## config.mk

```make
export PLATFORM = sky130hd
export DESIGN_NAME = parallel_flash_read_sequencer
export DESIGN_NICKNAME = d
export VERILOG_FILES = /design/src/core/parallel_flash_read_sequencer.v /design/src/core/sync2.v
export VERILOG_INCLUDE_DIRS = /design/src /design/src/core
export SDC_FILE = /design/constraint.sdc
export NUM_CORES = 1
export LEC_CHECK = 0
export BUFFER_PORTS_ARGS = -buffer_cell sky130_fd_sc_hd__buf_4
export CORE_ASPECT_RATIO = 0.5
export CORE_MARGIN = 2
export CORE_UTILIZATION = 54
export DETAILED_ROUTE_END_ITERATION = 6
export MAX_ROUTING_LAYER = met4
export PLACE_DENSITY_LB_ADDON = 0.15
export SLEW_MARGIN = 20
export SYNTH_ARGS = -nofsm -noshare
export SYNTH_HDL_FRONTEND = slang
export SYNTH_SLANG_ARGS = --single-unit
```

## constraint.sdc

```tcl
create_clock -name pclk -period 4.08 [get_ports pclk]
set_input_delay 0 -clock pclk [delete_from_list [all_inputs] [get_ports pclk]]
set_output_delay 0 -clock pclk [all_outputs]
set_load 0.005 [all_outputs]
```

## src/core/pflash_consts.vh

```
// constants shared by the parallel flash read sequencer
`ifndef PFLASH_CONSTS_VH
`define PFLASH_CONSTS_VH

// ***********************************
// register byte offsets
// ***********************************
`define OFS_CTRL 8'h00
`define OFS_STATUS 8'h04
`define OFS_IRQ_STAT 8'h08
`define OFS_IRQ_CLR 8'h0c
`define OFS_IRQ_EN 8'h10
`define OFS_ADDR 8'h14

// ***********************************
// field positions
// ***********************************
`define CTRL_SYNC_EN 0
`define CTRL_SETTING 1
`define IRQ_DONE 0
`define IRQ_ERR 1
`define IRQ_SYNC 2
`define IRQ_REJ 3
`define IRQ_W 4

// ***********************************
// reset values and encodings
// ***********************************
`define CTRL_RESET 2'h0
`define DIV_RESET 8'h04
`define PAGE_1 2'h0
`define PAGE_4 2'h1
`define PAGE_8 2'h2
`define FIRST_1 2'h0
`define ADDR_MAX 29'h1fffffff
`define CMD_CFG_SETUP 16'h0060
`define CMD_CFG_CONFIRM 16'h0003

`endif

```

## src/core/parallel_flash_read_sequencer.v

```verilog
// configuration read engine for an external parallel nor flash
//
// The register offsets and the APB slave port were decided locally.
`include "pflash_consts.vh"

module parallel_flash_read_sequencer #(
	parameter [15:0] SYNC_CFG_A = 16'h1000,
	parameter [15:0] SYNC_CFG_B = 16'h2000,
	parameter [2:0] SYNC_LAT_A = 3'h3,
	parameter [2:0] SYNC_LAT_B = 3'h4
) (
	input wire pclk,
	input wire presetn,
	input wire [7:0] paddr,
	input wire psel,
	input wire penable,
	input wire pwrite,
	input wire [31:0] pwdata,
	output reg [31:0] prdata,
	output wire pready,
	output wire pslverr,
	output wire irq,
	input wire parallel_flash_mode,
	output reg cfg_clk,
	output reg addr_valid_n,
	output reg [28:0] flash_addr,
	input wire [15:0] flash_dq_in,
	output reg [15:0] flash_dq_out,
	output reg flash_dq_oe,
	output reg flash_write_en_n,
	output reg flash_output_en_n,
	output reg flash_chip_sel_n,
	output reg [15:0] cfg_word,
	output reg cfg_word_valid,
	input wire set_valid,
	input wire [1:0] set_page,
	input wire [1:0] set_first,
	input wire [7:0] set_div,
	input wire sync_req,
	input wire cfg_done,
	output reg fallback_start,
	output reg read_error
);
	// ***********************************
	// states
	// ***********************************
	localparam [2:0] S_IDLE = 3'h0;
	localparam [2:0] S_READ = 3'h1;
	localparam [2:0] S_WR1 = 3'h2;
	localparam [2:0] S_WR2 = 3'h3;
	localparam [2:0] S_DONE = 3'h4;
	localparam [2:0] S_FAIL = 3'h5;

	reg [2:0] state_r;
	reg [1:0] ctrl_r;
	reg [`IRQ_W-1:0] irq_stat_r;
	reg [`IRQ_W-1:0] irq_stat_nxt;
	reg [`IRQ_W-1:0] irq_en_r;
	reg [1:0] page_r;
	reg [1:0] first_r;
	reg [7:0] div_r;
	reg [7:0] div_cnt_r;
	reg [2:0] wait_r;
	reg sync_mode_r;
	reg sync_pend_r;
	reg wr_ph_r;
	reg ev_done;
	reg ev_err;
	reg ev_sync;
	reg ev_rej;

	wire [15:0] dq_s;
	wire mode_s;
	wire half_tick;
	wire rise_tick;
	wire [28:0] addr_inc;
	wire page_inner;
	wire [2:0] first_lat;
	wire [2:0] sync_lat;
	wire [15:0] sync_cfg;
	wire set_bad;
	wire wr_acc;
	wire rd_setup;

	// ***********************************
	// pin synchronisers
	// ***********************************
	sync2 #(
		.WIDTH(17)
	) u_sync (
		.pclk(pclk),
		.presetn(presetn),
		.d({parallel_flash_mode, flash_dq_in}),
		.q({mode_s, dq_s})
	);

	function reg_hit;
		input [7:0] a;
		begin
			reg_hit = (a == `OFS_CTRL) || (a == `OFS_STATUS) || (a == `OFS_IRQ_STAT) ||
				(a == `OFS_IRQ_CLR) || (a == `OFS_IRQ_EN) || (a == `OFS_ADDR);
		end
	endfunction

	// ***********************************
	// cfg_clk divider
	// ***********************************
	assign half_tick = (div_cnt_r >= div_r - 8'h01);
	assign rise_tick = half_tick && !cfg_clk;

	always @(posedge pclk or negedge presetn) begin
		if (!presetn) begin
			div_cnt_r <= 8'h00;
			cfg_clk <= 1'b0;
		end else if (half_tick) begin
			div_cnt_r <= 8'h00;
			cfg_clk <= !cfg_clk;
		end else begin
			div_cnt_r <= div_cnt_r + 8'h01;
		end
	end

	// ***********************************
	// image settings
	// ***********************************
	// page size one forbids any latency but one; unused encodings refused too
	assign set_bad = (set_page == 2'h3) || (set_div == 8'h00) ||
		((set_page == `PAGE_1) && (set_first != `FIRST_1));

	always @(posedge pclk or negedge presetn) begin
		if (!presetn) begin
			page_r <= `PAGE_1;
			first_r <= `FIRST_1;
			div_r <= `DIV_RESET;
		end else if (set_valid && !set_bad) begin
			page_r <= set_page;
			first_r <= set_first;
			div_r <= set_div;
		end
	end

	always @* begin
		ev_rej = set_valid && set_bad;
	end

	assign first_lat = {1'b0, first_r} + 3'h1;
	assign sync_lat = ctrl_r[`CTRL_SETTING] ? SYNC_LAT_B : SYNC_LAT_A;
	assign sync_cfg = ctrl_r[`CTRL_SETTING] ? SYNC_CFG_B : SYNC_CFG_A;
	assign addr_inc = flash_addr + 29'h00000001;
	// next word stays inside the current page
	assign page_inner = (page_r == `PAGE_4) ? (addr_inc[1:0] != 2'h0) :
		(page_r == `PAGE_8) ? (addr_inc[2:0] != 3'h0) : 1'b0;

	// ***********************************
	// fetch sequencer
	// ***********************************
	always @(posedge pclk or negedge presetn) begin
		if (!presetn) begin
			state_r <= S_IDLE;
			flash_addr <= 29'h00000000;
			flash_dq_out <= 16'h0000;
			flash_dq_oe <= 1'b0;
			flash_write_en_n <= 1'b1;
			flash_output_en_n <= 1'b1;
			flash_chip_sel_n <= 1'b1;
			addr_valid_n <= 1'b1;
			cfg_word <= 16'h0000;
			cfg_word_valid <= 1'b0;
			wait_r <= 3'h1;
			sync_mode_r <= 1'b0;
			sync_pend_r <= 1'b0;
			wr_ph_r <= 1'b0;
			fallback_start <= 1'b0;
			read_error <= 1'b0;
			ev_done <= 1'b0;
			ev_err <= 1'b0;
			ev_sync <= 1'b0;
		end else begin
			cfg_word_valid <= 1'b0;
			fallback_start <= 1'b0;
			ev_done <= 1'b0;
			ev_err <= 1'b0;
			ev_sync <= 1'b0;
			if (sync_req && ctrl_r[`CTRL_SYNC_EN] && !sync_mode_r && state_r == S_READ) begin
				sync_pend_r <= 1'b1;
			end
			case (state_r)
				S_IDLE: begin
					if (mode_s && rise_tick) begin
						flash_chip_sel_n <= 1'b0;
						flash_output_en_n <= 1'b0;
						flash_write_en_n <= 1'b1;
						flash_addr <= 29'h00000000;
						wait_r <= first_lat;
						state_r <= S_READ;
					end
				end
				S_READ: begin
					if (cfg_done) begin
						flash_output_en_n <= 1'b1;
						flash_chip_sel_n <= 1'b1;
						addr_valid_n <= 1'b1;
						ev_done <= 1'b1;
						state_r <= S_DONE;
					end else if (rise_tick) begin
						addr_valid_n <= 1'b1;
						if (sync_pend_r) begin
							// asynchronous write of the flash configuration register
							sync_pend_r <= 1'b0;
							flash_output_en_n <= 1'b1;
							flash_write_en_n <= 1'b0;
							flash_dq_oe <= 1'b1;
							flash_dq_out <= `CMD_CFG_SETUP;
							flash_addr <= {13'h0000, sync_cfg};
							wr_ph_r <= 1'b0;
							state_r <= S_WR1;
						end else if (wait_r > 3'h1) begin
							wait_r <= wait_r - 3'h1;
						end else begin
							cfg_word <= dq_s;
							cfg_word_valid <= 1'b1;
							if (flash_addr == `ADDR_MAX) begin
								read_error <= 1'b1;
								fallback_start <= 1'b1;
								ev_err <= 1'b1;
								flash_output_en_n <= 1'b1;
								flash_chip_sel_n <= 1'b1;
								state_r <= S_FAIL;
							end else begin
								flash_addr <= addr_inc;
								wait_r <= (sync_mode_r || page_inner) ? 3'h1 : first_lat;
							end
						end
					end
				end
				S_WR1: begin
					if (rise_tick) begin
						if (!wr_ph_r) begin
							flash_write_en_n <= 1'b1;
							wr_ph_r <= 1'b1;
						end else begin
							flash_write_en_n <= 1'b0;
							flash_dq_out <= `CMD_CFG_CONFIRM;
							wr_ph_r <= 1'b0;
							state_r <= S_WR2;
						end
					end
				end
				S_WR2: begin
					if (rise_tick) begin
						if (!wr_ph_r) begin
							flash_write_en_n <= 1'b1;
							wr_ph_r <= 1'b1;
						end else begin
							// reread the image from the start in burst mode
							flash_dq_oe <= 1'b0;
							flash_output_en_n <= 1'b0;
							flash_addr <= 29'h00000000;
							addr_valid_n <= 1'b0;
							sync_mode_r <= 1'b1;
							wait_r <= sync_lat;
							ev_sync <= 1'b1;
							state_r <= S_READ;
						end
					end
				end
				S_DONE: begin
					state_r <= S_DONE;
				end
				S_FAIL: begin
					state_r <= S_FAIL;
				end
				default: begin
					state_r <= S_IDLE;
				end
			endcase
		end
	end

	// ***********************************
	// apb slave
	// ***********************************
	assign pready = 1'b1;
	assign pslverr = psel && penable && !reg_hit(paddr);
	assign wr_acc = psel && penable && pwrite && reg_hit(paddr);
	assign rd_setup = psel && !penable && !pwrite;

	always @(posedge pclk or negedge presetn) begin
		if (!presetn) begin
			ctrl_r <= `CTRL_RESET;
			irq_en_r <= {`IRQ_W{1'b0}};
		end else if (wr_acc) begin
			if (paddr == `OFS_CTRL) begin
				ctrl_r <= pwdata[1:0];
			end
			if (paddr == `OFS_IRQ_EN) begin
				irq_en_r <= pwdata[`IRQ_W-1:0];
			end
		end
	end

	// new events win over a clear in the same cycle
	always @* begin
		irq_stat_nxt = irq_stat_r;
		if (wr_acc && paddr == `OFS_IRQ_CLR) begin
			irq_stat_nxt = irq_stat_nxt & ~pwdata[`IRQ_W-1:0];
		end
		irq_stat_nxt[`IRQ_DONE] = irq_stat_nxt[`IRQ_DONE] | ev_done;
		irq_stat_nxt[`IRQ_ERR] = irq_stat_nxt[`IRQ_ERR] | ev_err;
		irq_stat_nxt[`IRQ_SYNC] = irq_stat_nxt[`IRQ_SYNC] | ev_sync;
		irq_stat_nxt[`IRQ_REJ] = irq_stat_nxt[`IRQ_REJ] | ev_rej;
	end

	always @(posedge pclk or negedge presetn) begin
		if (!presetn) begin
			irq_stat_r <= {`IRQ_W{1'b0}};
		end else begin
			irq_stat_r <= irq_stat_nxt;
		end
	end

	assign irq = |(irq_stat_r & irq_en_r);

	always @(posedge pclk or negedge presetn) begin
		if (!presetn) begin
			prdata <= 32'h00000000;
		end else if (rd_setup) begin
			case (paddr)
				`OFS_CTRL: prdata <= {30'h00000000, ctrl_r};
				`OFS_STATUS: prdata <= {15'h0000, div_r, first_r, page_r, read_error,
					sync_mode_r, state_r};
				`OFS_IRQ_STAT: prdata <= {28'h0000000, irq_stat_r};
				`OFS_IRQ_EN: prdata <= {28'h0000000, irq_en_r};
				`OFS_ADDR: prdata <= {3'h0, flash_addr};
				default: prdata <= 32'h00000000;
			endcase
		end
	end
endmodule // parallel_flash_read_sequencer

```

## src/core/sync2.v

```verilog
// two flip-flop synchroniser for signals from outside the pclk domain
module sync2 #(
	parameter WIDTH = 1
) (
	input wire pclk,
	input wire presetn,
	input wire [WIDTH-1:0] d,
	output wire [WIDTH-1:0] q
);
	reg [WIDTH-1:0] meta_r;
	reg [WIDTH-1:0] sync_r;

	always @(posedge pclk or negedge presetn) begin
		if (!presetn) begin
			meta_r <= {WIDTH{1'b0}};
			sync_r <= {WIDTH{1'b0}};
		end else begin
			meta_r <= d;
			sync_r <= meta_r;
		end
	end

	assign q = sync_r;
endmodule // sync2
```

# Word-level counts from Yosys, hierarchy flattened
# Index checks and enable logic that the tools add are counted.
word_totals:
  output_inout_bits: 105
  regBits: 177
  word_cells: 231
  input_bits: 77
op_classes:
  addsub: 5
  order_cmp: 2
  n_reduce_logical: 58
  n_bitwise: 10
  n_mux: 94
  eq_ne: 33
op_table:
  columns: ["operator", "n"]
  rows:
  - ["29-bit two-way mux", 8]
  - ["29-bit case mux with 5 select lines", 1]
  - ["29-bit case mux with 3 select lines", 1]
  - ["16-bit two-way mux", 5]
  - ["3-bit two-way mux", 20]
  - ["1-bit two-way mux", 47]
  - ["16-bit case mux with 2 select lines", 1]
  - ["8-bit AND reduction", 4]
  - ["6-bit AND reduction", 5]
  - ["29-bit by 1-bit adder with 29-bit output (second input constant)", 1]
  - ["29-bit equality test (second input constant)", 1]
  - ["2-bit inequality test (second input constant)", 10]
  - ["3-bit inequality test (second input constant)", 6]
  - ["3-bit case mux with 6 select lines", 1]
  - ["8-bit by 4-bit equality test with 1-bit output (second input constant)", 2]
  - ["8-bit by 5-bit equality test with 1-bit output (second input constant)", 2]
  - ["8-bit zero test", 2]
  - ["1-bit logical AND", 15]
  - ["14-bit two-way mux", 1]
  - ["2-bit nonzero test", 5]
  - ["3-bit case mux with 3 select lines", 1]
  - ["3-bit nonzero test", 3]
  - ["8-bit by 1-bit adder with 8-bit output (second input constant)", 1]
  - ["4-bit bitwise AND", 2]
  - ["33 further kinds", 57]

# Logic depth before layout (Yosys ltp)
# Gate-level depths: netlist (run 1).
logic_depth:
  depth_word: 12
  ltp_mapped: 14
  ltp_nobuf: 12

# Cells and area by module
# A second synthesis (run 1) with hierarchy kept.
unflattened:
  cells_unflattened: 695
  hier_area_um2: 7569.8
modules_own_cells:
  columns: ["module", "instances", "seq_area_each_um2", "cells_per_inst", "area_per_inst_um2"]
  rows:
  - ["parallel_flash_read_sequencer", 1, 3160.5, 661, 6718.9]
  - ["sync2", 1, 850.8, 34, 850.8]

# Least setup slack after synthesis (run 1)
# Ideal clock, no wire load.
synth_path:
  kind: "register -> register"
  startpoint: "reg div_r[0]"
  endpoint: "reg cfg_word[10]"
  stages_incl_launch_ff: 14
  n_path_buf: 1
  path_slack_ns: 1.216
  arrival_ns: 2.739
  setup_time_ns: 0.125
  required_time_ns: 3.955
  period_less_slack_ns: 2.864
  cell_sequence: "dfrtp_1 -> inv_1 -> ha_1 -> nand2_1 -> nor3_1 -> xnor2_1 -> ha_1 -> nand2_1 -> a211o_1 -> o221a_2 -> nor2_2 -> nand3_4 -> buf_6 -> mux2_4"
synth_via:
  elab_chain_len: 4
synth_lines:
  columns: ["element", "line", "rtl"]
  rows:
  - ["start, declared", "parallel_flash_read_sequencer.v:61", "reg [7:0] div_r;"]
  - ["start signal, assigned", "parallel_flash_read_sequencer.v:134", "div_r <= `DIV_RESET;"]
  - ["start signal, assigned", "parallel_flash_read_sequencer.v:138", "div_r <= set_div;"]
  - ["8-bit by 1-bit subtractor with 8-bit output", "parallel_flash_read_sequencer.v:108", "assign half_tick = (div_cnt_r >= div_r - 8'h01);"]
  - ["8-bit >= comparator", "parallel_flash_read_sequencer.v:108", null]
  - ["1-bit logical AND", "parallel_flash_read_sequencer.v:109", "assign rise_tick = half_tick && !cfg_clk;"]
  - ["5-bit AND reduction (no line)", null, null]
  - ["end signal, assigned", "parallel_flash_read_sequencer.v:220", "cfg_word <= dq_s;"]
  - ["end, declared", "parallel_flash_read_sequencer.v:33", "output reg [15:0] cfg_word,"]
# Every way passes these cells.
# A chain may end at the register's enable or synchronous reset.

# Final worst setup path (run 1)
layout_path:
  startpoint: "reg div_r[0]"
  endpoint: "reg flash_addr[13]"
layout_via:
  elab_chain_len: 6
  word_cells_on_any_way: 8
  cone_classes: "1 x add/sub; 1 x order compare; 3 x eq/ne; 3 x reduce/logical"
layout_lines:
  columns: ["element", "line", "rtl"]
  rows:
  - ["8-bit by 1-bit subtractor with 8-bit output (*)", "parallel_flash_read_sequencer.v:108", null]
  - ["8-bit >= comparator (*)", "parallel_flash_read_sequencer.v:108", null]
  - ["1-bit logical AND (*)", "parallel_flash_read_sequencer.v:109", null]
  - ["1-bit logical AND", "parallel_flash_read_sequencer.v:189", "if (mode_s && rise_tick) begin"]
  - ["2-bit inequality test (no line)", null, null]
  - ["8-bit AND reduction (no line) (*)", null, null]
  - ["end signal, assigned", "parallel_flash_read_sequencer.v:214", "flash_addr <= {13'h0000, sync_cfg};"]
  - ["end signal, assigned", "parallel_flash_read_sequencer.v:230", "flash_addr <= addr_inc;"]
  - ["end, declared", "parallel_flash_read_sequencer.v:26", "output reg [28:0] flash_addr,"]
# Every way passes the cells marked *; elsewhere a longest branch is shown, timed or not.

==> out/results.txt, run 1 <==
Vias/cell: 5.63
CP Max Fanout: 15
Seq/Total Area, Yosys: 53.4%
H-Tree Depth: 4
Least-Margin Pin Slew: 1.05 ns
Antenna diodes: 0
DR WL/cell: 17.0 um
Most used DFF post-synth: dfrtp_1
EDFF count, synth: 0
Fin crit period: 3.41 ns
Final hold vios: 0
# IOs: 182
Pins Over Slew Limit: 0
Post-synthesis cell type count: 71
Placed Instance Area: 8600 um^2
Minimum hold slack: 0.0681 ns
Global route overflow: 0
Syn avg cell area: 10.5 um^2
Initial antenna violation count: 0
Core ar.: 13,600 um^2
Via count: 6,073
Final Skew: 0.0186 ns
Vias in the first global route: 5,774
Die W: 171 um
Most common cell in the netlist: dfrtp_1
Max frequency: 293 MHz
Pre-CTS WS: 0.746 ns
Max incr delay on CP: 0.51 ns
CP startpoint kind: flip-flop
CTS Buf Count: 17
Tcrit/Tclk final: 83.5%
Detail Route Antenna Nets: 0
Detailed Route Iter0 Violations: 525
Hold buffers post-CTS: 37
Worst VDD drop: 0.000244 V
Buffers on Ports: 137
Initial Util: 55.4%
Gpl congestion: 0.909
Crit path kind: flip-flop to flip-flop
Site Rows: 30
Clock latency on the worst-skew pair: 0.42 ns
Worst Path Arrival: 3.72 ns
Final wirelength: 18.4 mm
Finished Layout Cells: 1,078
Utilization after layout: 70.7%
Area contributors post-synth: dfrtp_1, mux2_2, nand2_1, o21ai_0, ha_1
Min-Delay Path Class: input pin to flip-flop
Pwr dens: 425 nW/um^2
Share of layout cells above drive strength 1: 26.5%
Final setup violation count: 0
Area growth syn-to-layout: 27.7%
CTS Root Cell: clkbuf_16
Final TNS setup: 0 ns
Crit path max-delay cell type: nand3_1
Pleak: 4.44 nW
CP endpoint kind: flip-flop
# DRC: 0
Nets: 965
CTS clk-pin slew, worst paths: 0.07 ns
Async SR Flop Fraction: 100%
Final worst setup slack: 0.672 ns
Post-Syn Area: 7510 um^2
Rel. slew slack: 30.0%
Post-synth top cells: dfrtp_1, nand2_1, o21ai_0, nor2_1, a21oi_1
Router iterations before antenna repair: 5
Final Instance Area: 9590 um^2
Yosys top cell by area: dfrtp_1
Setup bufs post-CTS: 0
Top-area cell type share of the netlist area: 51.3%
Post-DP HPWL: 12.3 mm
First-pass GRT wire length: 29.6 mm
CTS sink count: 160
CTS resizes: 0
Die area: 14,900 um^2
Max-Cap Viols: 0
Critical-path cell list: inv_1 > ha_1 > nand2_1 > nor3_1 > xnor2_1 > ha_1 > nand2_1 > a211o_1 > o221ai_1 > nand3_1 > or2_2 > a211oi_1
Inst Count DP: 1,009
Synth Register Bits: 160
Ys Warns: 0
Tot GR Track Use: 26.4%
Max Buffers Root-to-Sink: 2
Register-to-Register Setup Slack: 0.67 ns
Tot Pwr: 4.08 mW
Status: finished clean
RSZ-0062 raised after global routing: no
Worst endpoint required time: 4.39 ns
Synth Instances: 713
Largest net degree at the start of global routing: 93
TritonCTS clock tree: built
Die height: 87.4 um
==> state kept, by name, indices dropped and copies added (netlist names), 2 cells and up <==
signal         flops
first_r            2
div_r              8
state_r            3
cfg_word          16
u_sync.meta_r     17
irq_stat_r         4
prdata            29
flash_addr        29
ctrl_r             2
page_r             2
wait_r             3
div_cnt_r          8
u_sync.q          17
flash_dq_out       2
irq_en_r           4
==> area by class of cell <==
type / count / area, um^2
Clock buffer: 17 / 425
Clock inverter: 15 / 191
Fill cell: 1025 / 3960
Inverter: 17 / 63.8
Multi-Input combinational cell: 493 / 3180
Sequential cell: 160 / 4010
Tap cell: 192 / 240
Timing Repair Buffer: 184 / 1480
==> cells by family (layout without fill, tap and decap cells) <==
kind of cell	after synthesis	in the layout	synth area share, %
compound gates	185	185	15.9
xor+xnor	13	13	1.52
fa+ha+maj	15	15	2.50
buf+inv	74	233	4.98
flops	160	160	53.4
mux	42	42	6.73
other cells	2	16	0.100
simple gates	222	222	14.9
==> power breakdown <==
group	total, mW	switching [mW]	internal (mW)
Combinational	0.607	0.314	0.293
Clock	1.60	0.764	0.838
Sequential	1.87	0.156	1.71
Total	4.08	1.23	2.84
==> worst paths after layout <==
check                                  start        endpoint  cells past startpoint
max                                 div_r[0]  flash_addr[13]                     12
min                                 paddr[3]       prdata[0]                      3
max reg2reg                         div_r[0]  flash_addr[13]                     12
min reg2reg                u_sync.meta_r[16]    u_sync.q[16]                      0
max in group asynchronous            presetn       wait_r[0]                      3
min in group asynchronous            presetn      prdata[23]                      2
==> critical path, delay by kind of cell, from the launching register on <==
family          cells  cell delay, ns
compound gates      3            0.76
xor+xnor            1            0.10
fa+ha+maj           2            0.46
buf+inv             1            0.14
flops               1            0.46
simple gates        5            1.36
==> per-layer routing <==
metal / share of wire [%] / track usage [%] / vias to the layer above
li1: - / - / 2867
met1: 48 / 37.2 / 2965
met2: 46 / 40.1 / 226
met3: 5.6 / 4.54 / 15
met4: 0.52 / 6.53 / 0
met5: 0 / - / -
==> cells in the final DEF (no fill, tap or decap), types with 7 or more instances in the layout <==
| master | instances |
|---|---|
| a211oi_1 | 7 |
| a21oi_1 | 30 |
| nand2b_1 | 9 |
| nor2_1 | 32 |
| conb_1 | 16 |
| nand3_1 | 27 |
| mux2_4 | 7 |
| o21ai_0 | 56 |
| inv_1 | 17 |
| mux2_2 | 29 |
| a22oi_1 | 18 |
| a31oi_1 | 12 |
| o21ai_1 | 8 |
| clkbuf_16 | 17 |
| ha_1 | 15 |
| dfrtp_1 | 154 |
| and3_1 | 7 |
| xnor2_1 | 7 |
| nor3_1 | 12 |
| and4_1 | 9 |
| o31ai_1 | 12 |
| dlygate4sd3_1 | 37 |
| nand2_1 | 82 |
| nor2b_1 | 8 |
| buf_4 | 146 |
Note: power is estimated with default switching activity, not from simulation.
==> inputs of run 2 (changes only) <==
ABC_AREA = 1   (was not set)
CORE_UTILIZATION = 49   (was 54)
clock period = 2.8 ns   (was 4.08 ns; I/O delays follow)
==> out/results.txt, run 2 <==
Initial antenna violation count: 0 (unchanged)
Utilization after layout: 65.0% (was 70.7%)
Post-synth top cells: nand2_1, dfrtp_1, nor2_1, inv_1, nand3_1 (was dfrtp_1, nand2_1, o21ai_0, nor2_1, a21oi_1)
Post-DP HPWL: 16.4 mm (was 12.3 mm)
Final worst setup slack: 0.144 ns (was 0.672 ns)
Max frequency: 377 MHz (was 293 MHz)
Clock latency on the worst-skew pair: 0.44 ns (was 0.42 ns)
Finished Layout Cells: 1,447 (was 1,078)
Detailed Route Iter0 Violations: 665 (was 525)
Yosys top cell by area: dfrtp_1 (unchanged)
Site Rows: 33 (was 30)
Fin crit period: 2.66 ns (was 3.41 ns)
CTS Root Cell: clkbuf_16 (unchanged)
Min-Delay Path Class: input pin to flip-flop (unchanged)
CTS clk-pin slew, worst paths: 0.07 ns (about the same)
Pwr dens: 747 nW/um^2 (was 425 nW/um^2)
Via count: 7,494 (was 6,073)
Die W: 185 um (was 171 um)
# IOs: 182 (unchanged)
Global route overflow: 0 (unchanged)
CP Max Fanout: 14 (was 15)
Commonest non-fill, non-tap cells in the layout: nand2_1, buf_4, dfrtp_1, nor2_1, inv_1 (was dfrtp_1, buf_4, nand2_1, o21ai_0, dlygate4sd3_1)
Antenna diodes: 0 (unchanged)
Syn avg cell area: 7.93 um^2 (was 10.5 um^2)
Largest net degree at the start of global routing: 73 (was 93)
Max-Cap Viols: 0 (unchanged)
Minimum hold slack: 0.0649 ns (was 0.0681 ns)
Final hold vios: 0 (unchanged)
Most common cell after layout, fill and taps aside: nand2_1 (was dfrtp_1)
CTS sink count: 160 (unchanged)
Initial Util: 49.5% (was 55.4%)
Pre-CTS WS: -0.00339 ns (was 0.746 ns)
Core ar.: 16,200 um^2 (was 13,600 um^2)
CTS Buf Count: 17 (unchanged)
Tot GR Track Use: 28.0% (was 26.4%)
Router iterations before antenna repair: 6 (was 5)
Nets: 1,299 (was 965)
Synth Instances: 1,013 (was 713)
Share of layout cells above drive strength 1: 20.2% (was 26.5%)
Worst VDD drop: 0.000488 V (was 0.000244 V)
Worst Path Arrival: 2.98 ns (was 3.72 ns)
Detail Route Antenna Nets: 0 (unchanged)
Area contributors post-synth: dfrtp_1, nand2_1, nor2_1, inv_1, nand3_1 (was dfrtp_1, mux2_2, nand2_1, o21ai_0, ha_1)
Buffers on Ports: 137 (unchanged)
TritonCTS clock tree: built (unchanged)
First-pass GRT wire length: 35.9 mm (was 29.6 mm)
EDFF count, synth: 0 (unchanged)
Pleak: 5.32 nW (was 4.44 nW)
Tot Pwr: 7.89 mW (was 4.08 mW)
Final wirelength: 23.0 mm (was 18.4 mm)
Inst Count DP: 1,368 (was 1,009)
CP Launch Point: div_r[1] (was div_r[0])
Gpl congestion: 0.949 (was 0.909)
Area growth syn-to-layout: 31.4% (was 27.7%)
Top-area cell type share of the netlist area: 48.0% (was 51.3%)
Die area: 17,500 um^2 (was 14,900 um^2)
Worst endpoint required time: 3.13 ns (was 4.39 ns)
Most used DFF post-synth: dfrtp_1 (unchanged)
Post-synthesis cell type count: 40 (was 71)
Max Buffers Root-to-Sink: 2 (unchanged)
Hold_sp: paddr[5] (was paddr[3])
Status: finished clean (unchanged)
Synth Register Bits: 160 (unchanged)
Final setup violation count: 0 (unchanged)
Biggest regs: flash_addr (29), prdata (29) (unchanged)
Seq/Total Area, Yosys: 49.9% (was 53.4%)
Reg2reg start: div_r[1] (was div_r[0])
# DRC: 0 (unchanged)
Most common cell in the netlist: nand2_1 (was dfrtp_1)
Placed Instance Area: 9320 um^2 (was 8600 um^2)
RSZ-0062 raised after global routing: no (unchanged)
Vias in the first global route: 6,806 (was 5,774)
Final Instance Area: 10,600 um^2 (was 9590 um^2)
Rel. slew slack: 34.6% (was 30.0%)
Post-Syn Area: 8030 um^2 (was 7510 um^2)
Pins Over Slew Limit: 0 (unchanged)
CP startpoint kind: flip-flop (unchanged)
Crit path kind: flip-flop to flip-flop (unchanged)
Die height: 94.5 um (was 87.4 um)
H-Tree Depth: 4 (unchanged)
Async SR Flop Fraction: 100% (unchanged)
DR WL/cell: 15.9 um (was 17.0 um)
Ys Warns: 0 (unchanged)
CP endpoint kind: flip-flop (unchanged)
Final TNS setup: 0 ns (unchanged)
Tcrit/Tclk final: 94.8% (was 83.5%)
Final Skew: 0.0112 ns (was 0.0186 ns)
Least-Margin Pin Slew: 0.980 ns (was 1.05 ns)
Fillers: 1,399 (was 1,025)
Vias/cell: 5.18 (was 5.63)
[run 2: changes by cell type in the layout (fill, tap and decap cells not counted), sizes merged, moves of 13 or more]
cell   change
a22oi     -18
a31oi     -13
buf       +16
inv       +84
mux2      -37
nand2    +269
nand3     +21
nand4     +30
nor2      +74
o21ai     -19
[run 2: cells by family (layout without fill, tap and decap cells)]
kind of cell / count (synthesis) / in the layout / synth area share (%)
and+or+nand+nor: 568 / 568 / 30.2
DFF: 160 / 160 / 49.9
buffers and inverters: 144 / 337 / 8.08
AOI/OAI and AO/OA: 109 / 109 / 7.72
adders and majority gates: 15 / 15 / 2.34
xor gates and xnor gates: 15 / 15 / 1.64
other: 2 / 16 / 0.0935
[run 2: layout make-up]
cell class                 instances  area, um^2  share of cell area, %
clock inverter                    15         239                   2.26
multi-input combinational        723        3510                   33.2
inverter                          99         374                   3.54
clock buffer                      17         425                   4.03
sequential                       160        4010                   38.0
tap                              227         284                   2.69
timing repair buffer             206        1710                   16.2
[run 2: what timing repair did]
| action | 4_1_cts | 5_1_grt |
|---|---|---|
| hold endpoints to repair | 108 | 0 |
| setup buffers | 0 | 4 |
| setup endpoints to repair | 12 | 60 |
| gates resized for setup | 2 | 16 |
| hold buffers | 41 | 0 |
| pin swaps | 0 | 3 |
| gates cloned | 0 | 2 |
[run 2: final timing paths]
| path | to | slack [ns] | cells past startpoint |
|---|---|---|---|
| min in group asynchronous | cfg_word[5] | 0.09 | 2 |
| hold / removal | prdata[0] | 0.06 | 6 |
| setup reg to reg | flash_addr[23] | 0.14 | 16 |
| hold reg to reg | u_sync.q[16] | 0.35 | 0 |
| max in group asynchronous | div_r[2] | 1.87 | 3 |
| setup / recovery | flash_addr[23] | 0.14 | 16 |
[run 2: metal layers]
metal	track usage, %	wire, um
met3	5.67	1880
met5	-	0
met4	8.20	314
met1	39.9	10900
met2	40.4	9920
[run 2: where the power goes]
group          switching (mW)  internal (mW)
registers               0.230           2.59
logic                    1.49          0.911
clock network            1.05           1.61
total                    2.77           5.11
[run 2: worst max-delay path, stage by stage (launching register included)]
cell       delay (ns)
dfrtp_1          0.39
inv_2            0.08
ha_4             0.15
nand2_4          0.06
nor3_4           0.16
xor2_1           0.16
inv_1            0.06
ha_1             0.26
nand2_1          0.06
o21a_1           0.21
nand2_4          0.13
nand2_8          0.09
a21oi_4          0.22
nand3_4          0.16
clkbuf_16        0.22
nand2_1          0.06
nand2_1          0.06
==> inputs of run 3 (changes only) <==
PLACE_DENSITY = 0.77   (was not set)
PLACE_DENSITY_LB_ADDON = not set   (was 0.15)
==> out/results.txt, run 3 (synthesis gave the netlist of run 2 again) <==
Initial antenna violation count: 0 (unchanged)
Max Buffers Root-to-Sink: 2 (unchanged)
Final Skew: 0.0103 ns (was 0.0112 ns)
Vias in the first global route: 7,159 (was 6,806)
Crit path max-delay cell type: dfrtp_1 (unchanged)
Utilization after layout: 64.0% (was 65.0%)
Die height: 94.5 um (unchanged)
CTS sink count: 160 (unchanged)
Area growth syn-to-layout: 29.2% (was 31.4%)
CP endpoint kind: flip-flop (unchanged)
Antenna diodes: 0 (unchanged)
Global route overflow: 0 (unchanged)
Final wirelength: 22.9 mm (was 23.0 mm)
Final TNS setup: 0 ns (unchanged)
Final Instance Area: 10,400 um^2 (was 10,600 um^2)
Critical-path cell list: inv_1 > ha_1 > nand2_1 > nor3_2 > xor2_1 > inv_1 > ha_1 > nand2_1 > o21a_1 > nand2_4 > nand2_4 > a21oi_4 > nand3_2 > buf_12 > nand2_1 > nand2_1 (was inv_2 > ha_4 > nand2_4 > nor3_4 > xor2_1 > inv_1 > ha_1 > nand2_1 > o21a_1 > nand2_4 > nand2_8 > a21oi_4 > nand3_4 > clkbuf_16 > nand2_1 > nand2_1)
Worst path bufs/invs: 3 (unchanged)
Finished Layout Cells: 1,442 (was 1,447)
Largest net degree at the start of global routing: 84 (was 73)
Router iterations before antenna repair: 7 (was 6)
Fin crit period: 2.64 ns (was 2.66 ns)
Detail Route Antenna Nets: 0 (unchanged)
Nets: 1,294 (was 1,299)
Most used cell along the critical path: nand2_1 (unchanged)
Minimum hold slack: 0.0742 ns (was 0.0649 ns)
Least-Margin Pin Slew: 1.02 ns (was 0.980 ns)
Status: finished clean (unchanged)
CP startpoint kind: flip-flop (unchanged)
CTS Root Cell: clkbuf_16 (unchanged)
Clock latency on the worst-skew pair: 0.43 ns (was 0.44 ns)
Reg2reg start: div_r[1] (unchanged)
Die area: 17,500 um^2 (unchanged)
Top delay family on crit path: simple AND/OR/NAND/NOR gates (unchanged)
Tcrit/Tclk final: 94.3% (was 94.8%)
Hold_sp: paddr[5] (unchanged)
Die W: 185 um (unchanged)
Rel. slew slack: 32.0% (was 34.6%)
Gpl congestion: 0.931 (was 0.949)
Max incr delay on CP: 0.37 ns (was 0.39 ns)
Buffers on Ports: 137 (unchanged)
Pre-CTS WS: 0.0197 ns (was -0.00339 ns)
Initial Util: 49.5% (unchanged)
Max frequency: 379 MHz (was 377 MHz)
Setup bufs post-CTS: 0 (unchanged)
# DRC: 0 (unchanged)
Tot GR Track Use: 27.9% (was 28.0%)
Crit path kind: flip-flop to flip-flop (unchanged)
Final setup violation count: 0 (unchanged)
Worst endpoint required time: 3.12 ns (was 3.13 ns)
TritonCTS clock tree: built (unchanged)
Most common cell after layout, fill and taps aside: nand2_1 (unchanged)
Tot Pwr: 7.52 mW (was 7.89 mW)
H-Tree Depth: 4 (unchanged)
CP Launch Point: div_r[1] (unchanged)
Core ar.: 16,200 um^2 (unchanged)
Worst Path Arrival: 2.96 ns (was 2.98 ns)
Max-Cap Viols: 0 (unchanged)
Site Rows: 33 (unchanged)
# IOs: 182 (unchanged)
Share of layout cells above drive strength 1: 19.3% (was 20.2%)
DR WL/cell: 15.9 um (about the same)
Inst Count DP: 1,369 (was 1,368)
Vias/cell: 5.21 (was 5.18)
Worst VDD drop: 0.000464 V (was 0.000488 V)
Placed Instance Area: 9330 um^2 (was 9320 um^2)
CTS Buf Count: 17 (unchanged)
Fillers: 1,384 (was 1,399)
CTS clk-pin slew, worst paths: 0.07 ns (about the same)
Via count: 7,512 (was 7,494)
Final hold vios: 0 (unchanged)
Pwr dens: 724 nW/um^2 (was 747 nW/um^2)
Final worst setup slack: 0.159 ns (was 0.144 ns)
Biggest regs: flash_addr (29), prdata (29) (unchanged)
Pleak: 5.25 nW (was 5.32 nW)
Min-Delay Path Class: input pin to flip-flop (unchanged)
First-pass GRT wire length: 36.3 mm (was 35.9 mm)
Commonest non-fill, non-tap cells in the layout: nand2_1, buf_4, dfrtp_1, nor2_1, inv_1 (unchanged)
Pins Over Slew Limit: 0 (unchanged)
Detailed Route Iter0 Violations: 767 (was 665)
Post-DP HPWL: 16.4 mm (about the same)
CP Max Fanout: 29 (was 14)
run 3: changes by cell type in the layout (fill, tap and decap cells not counted), moves of 2 or more:
cell / change
buf_4: -4
bufinv_16: -3
clkbuf_16: -2
inv_1: +2
inv_2: -2
nand2_1: +2
run 3: worst paths after layout:
path	endpoint	slack, ns	depth (start not counted)
worst min-delay path	prdata[0]	0.07	6
min in group asynchronous	state_r[2]	0.17	2
max in group asynchronous	div_r[2]	1.75	3
worst max register to register	flash_addr[8]	0.16	16
worst min register to register	u_sync.q[15]	0.35	0
worst max-delay path	flash_addr[8]	0.16	16
run 3: timing repair:
item                                    4_1_cts  5_1_grt
hold buffers                                 41        0
pin swaps                                     0        0
hold endpoints to repair                    118        0
endpoints found under the setup margin        6       54
gates resized for setup                       1        7
run 3: per-layer routing:
layer	GRT usage [%]	wire length (um)	up-vias	part of all wire, %
met3	5.32	1840	26	8.1
met1	38.6	10400	3550	45
met2	42.2	10300	330	45
met5	-	0	-	0
met4	8.13	378	0	1.7
li1	-	-	3606	-
run 3: power breakdown:
group          leakage, nW  internal [mW]  total [mW]  switching, mW
Combinational         2.92          0.831        2.28           1.45
Sequential            2.03           2.59        2.82          0.230
Clock                0.298           1.37        2.42           1.04
run 3: cell type report:
class / count / area (um^2) / share of cell area, %
inverter: 99 / 374 / 3.60
clock inverter: 14 / 168 / 1.61
sequential: 160 / 4010 / 38.6
tap: 227 / 284 / 2.74
multi-input combinational: 723 / 3460 / 33.4
timing repair buffer: 201 / 1640 / 15.8
clock buffer: 18 / 439 / 4.23
run 3: worst register-to-register path: cells and delay by family, from the launching register on:
kind	cells	cell delay, ns
simple gates	8	0.82
fa+ha+maj	2	0.45
compound gates	2	0.41
flops	1	0.37
buf+inv	3	0.33
xor+xnor	1	0.15
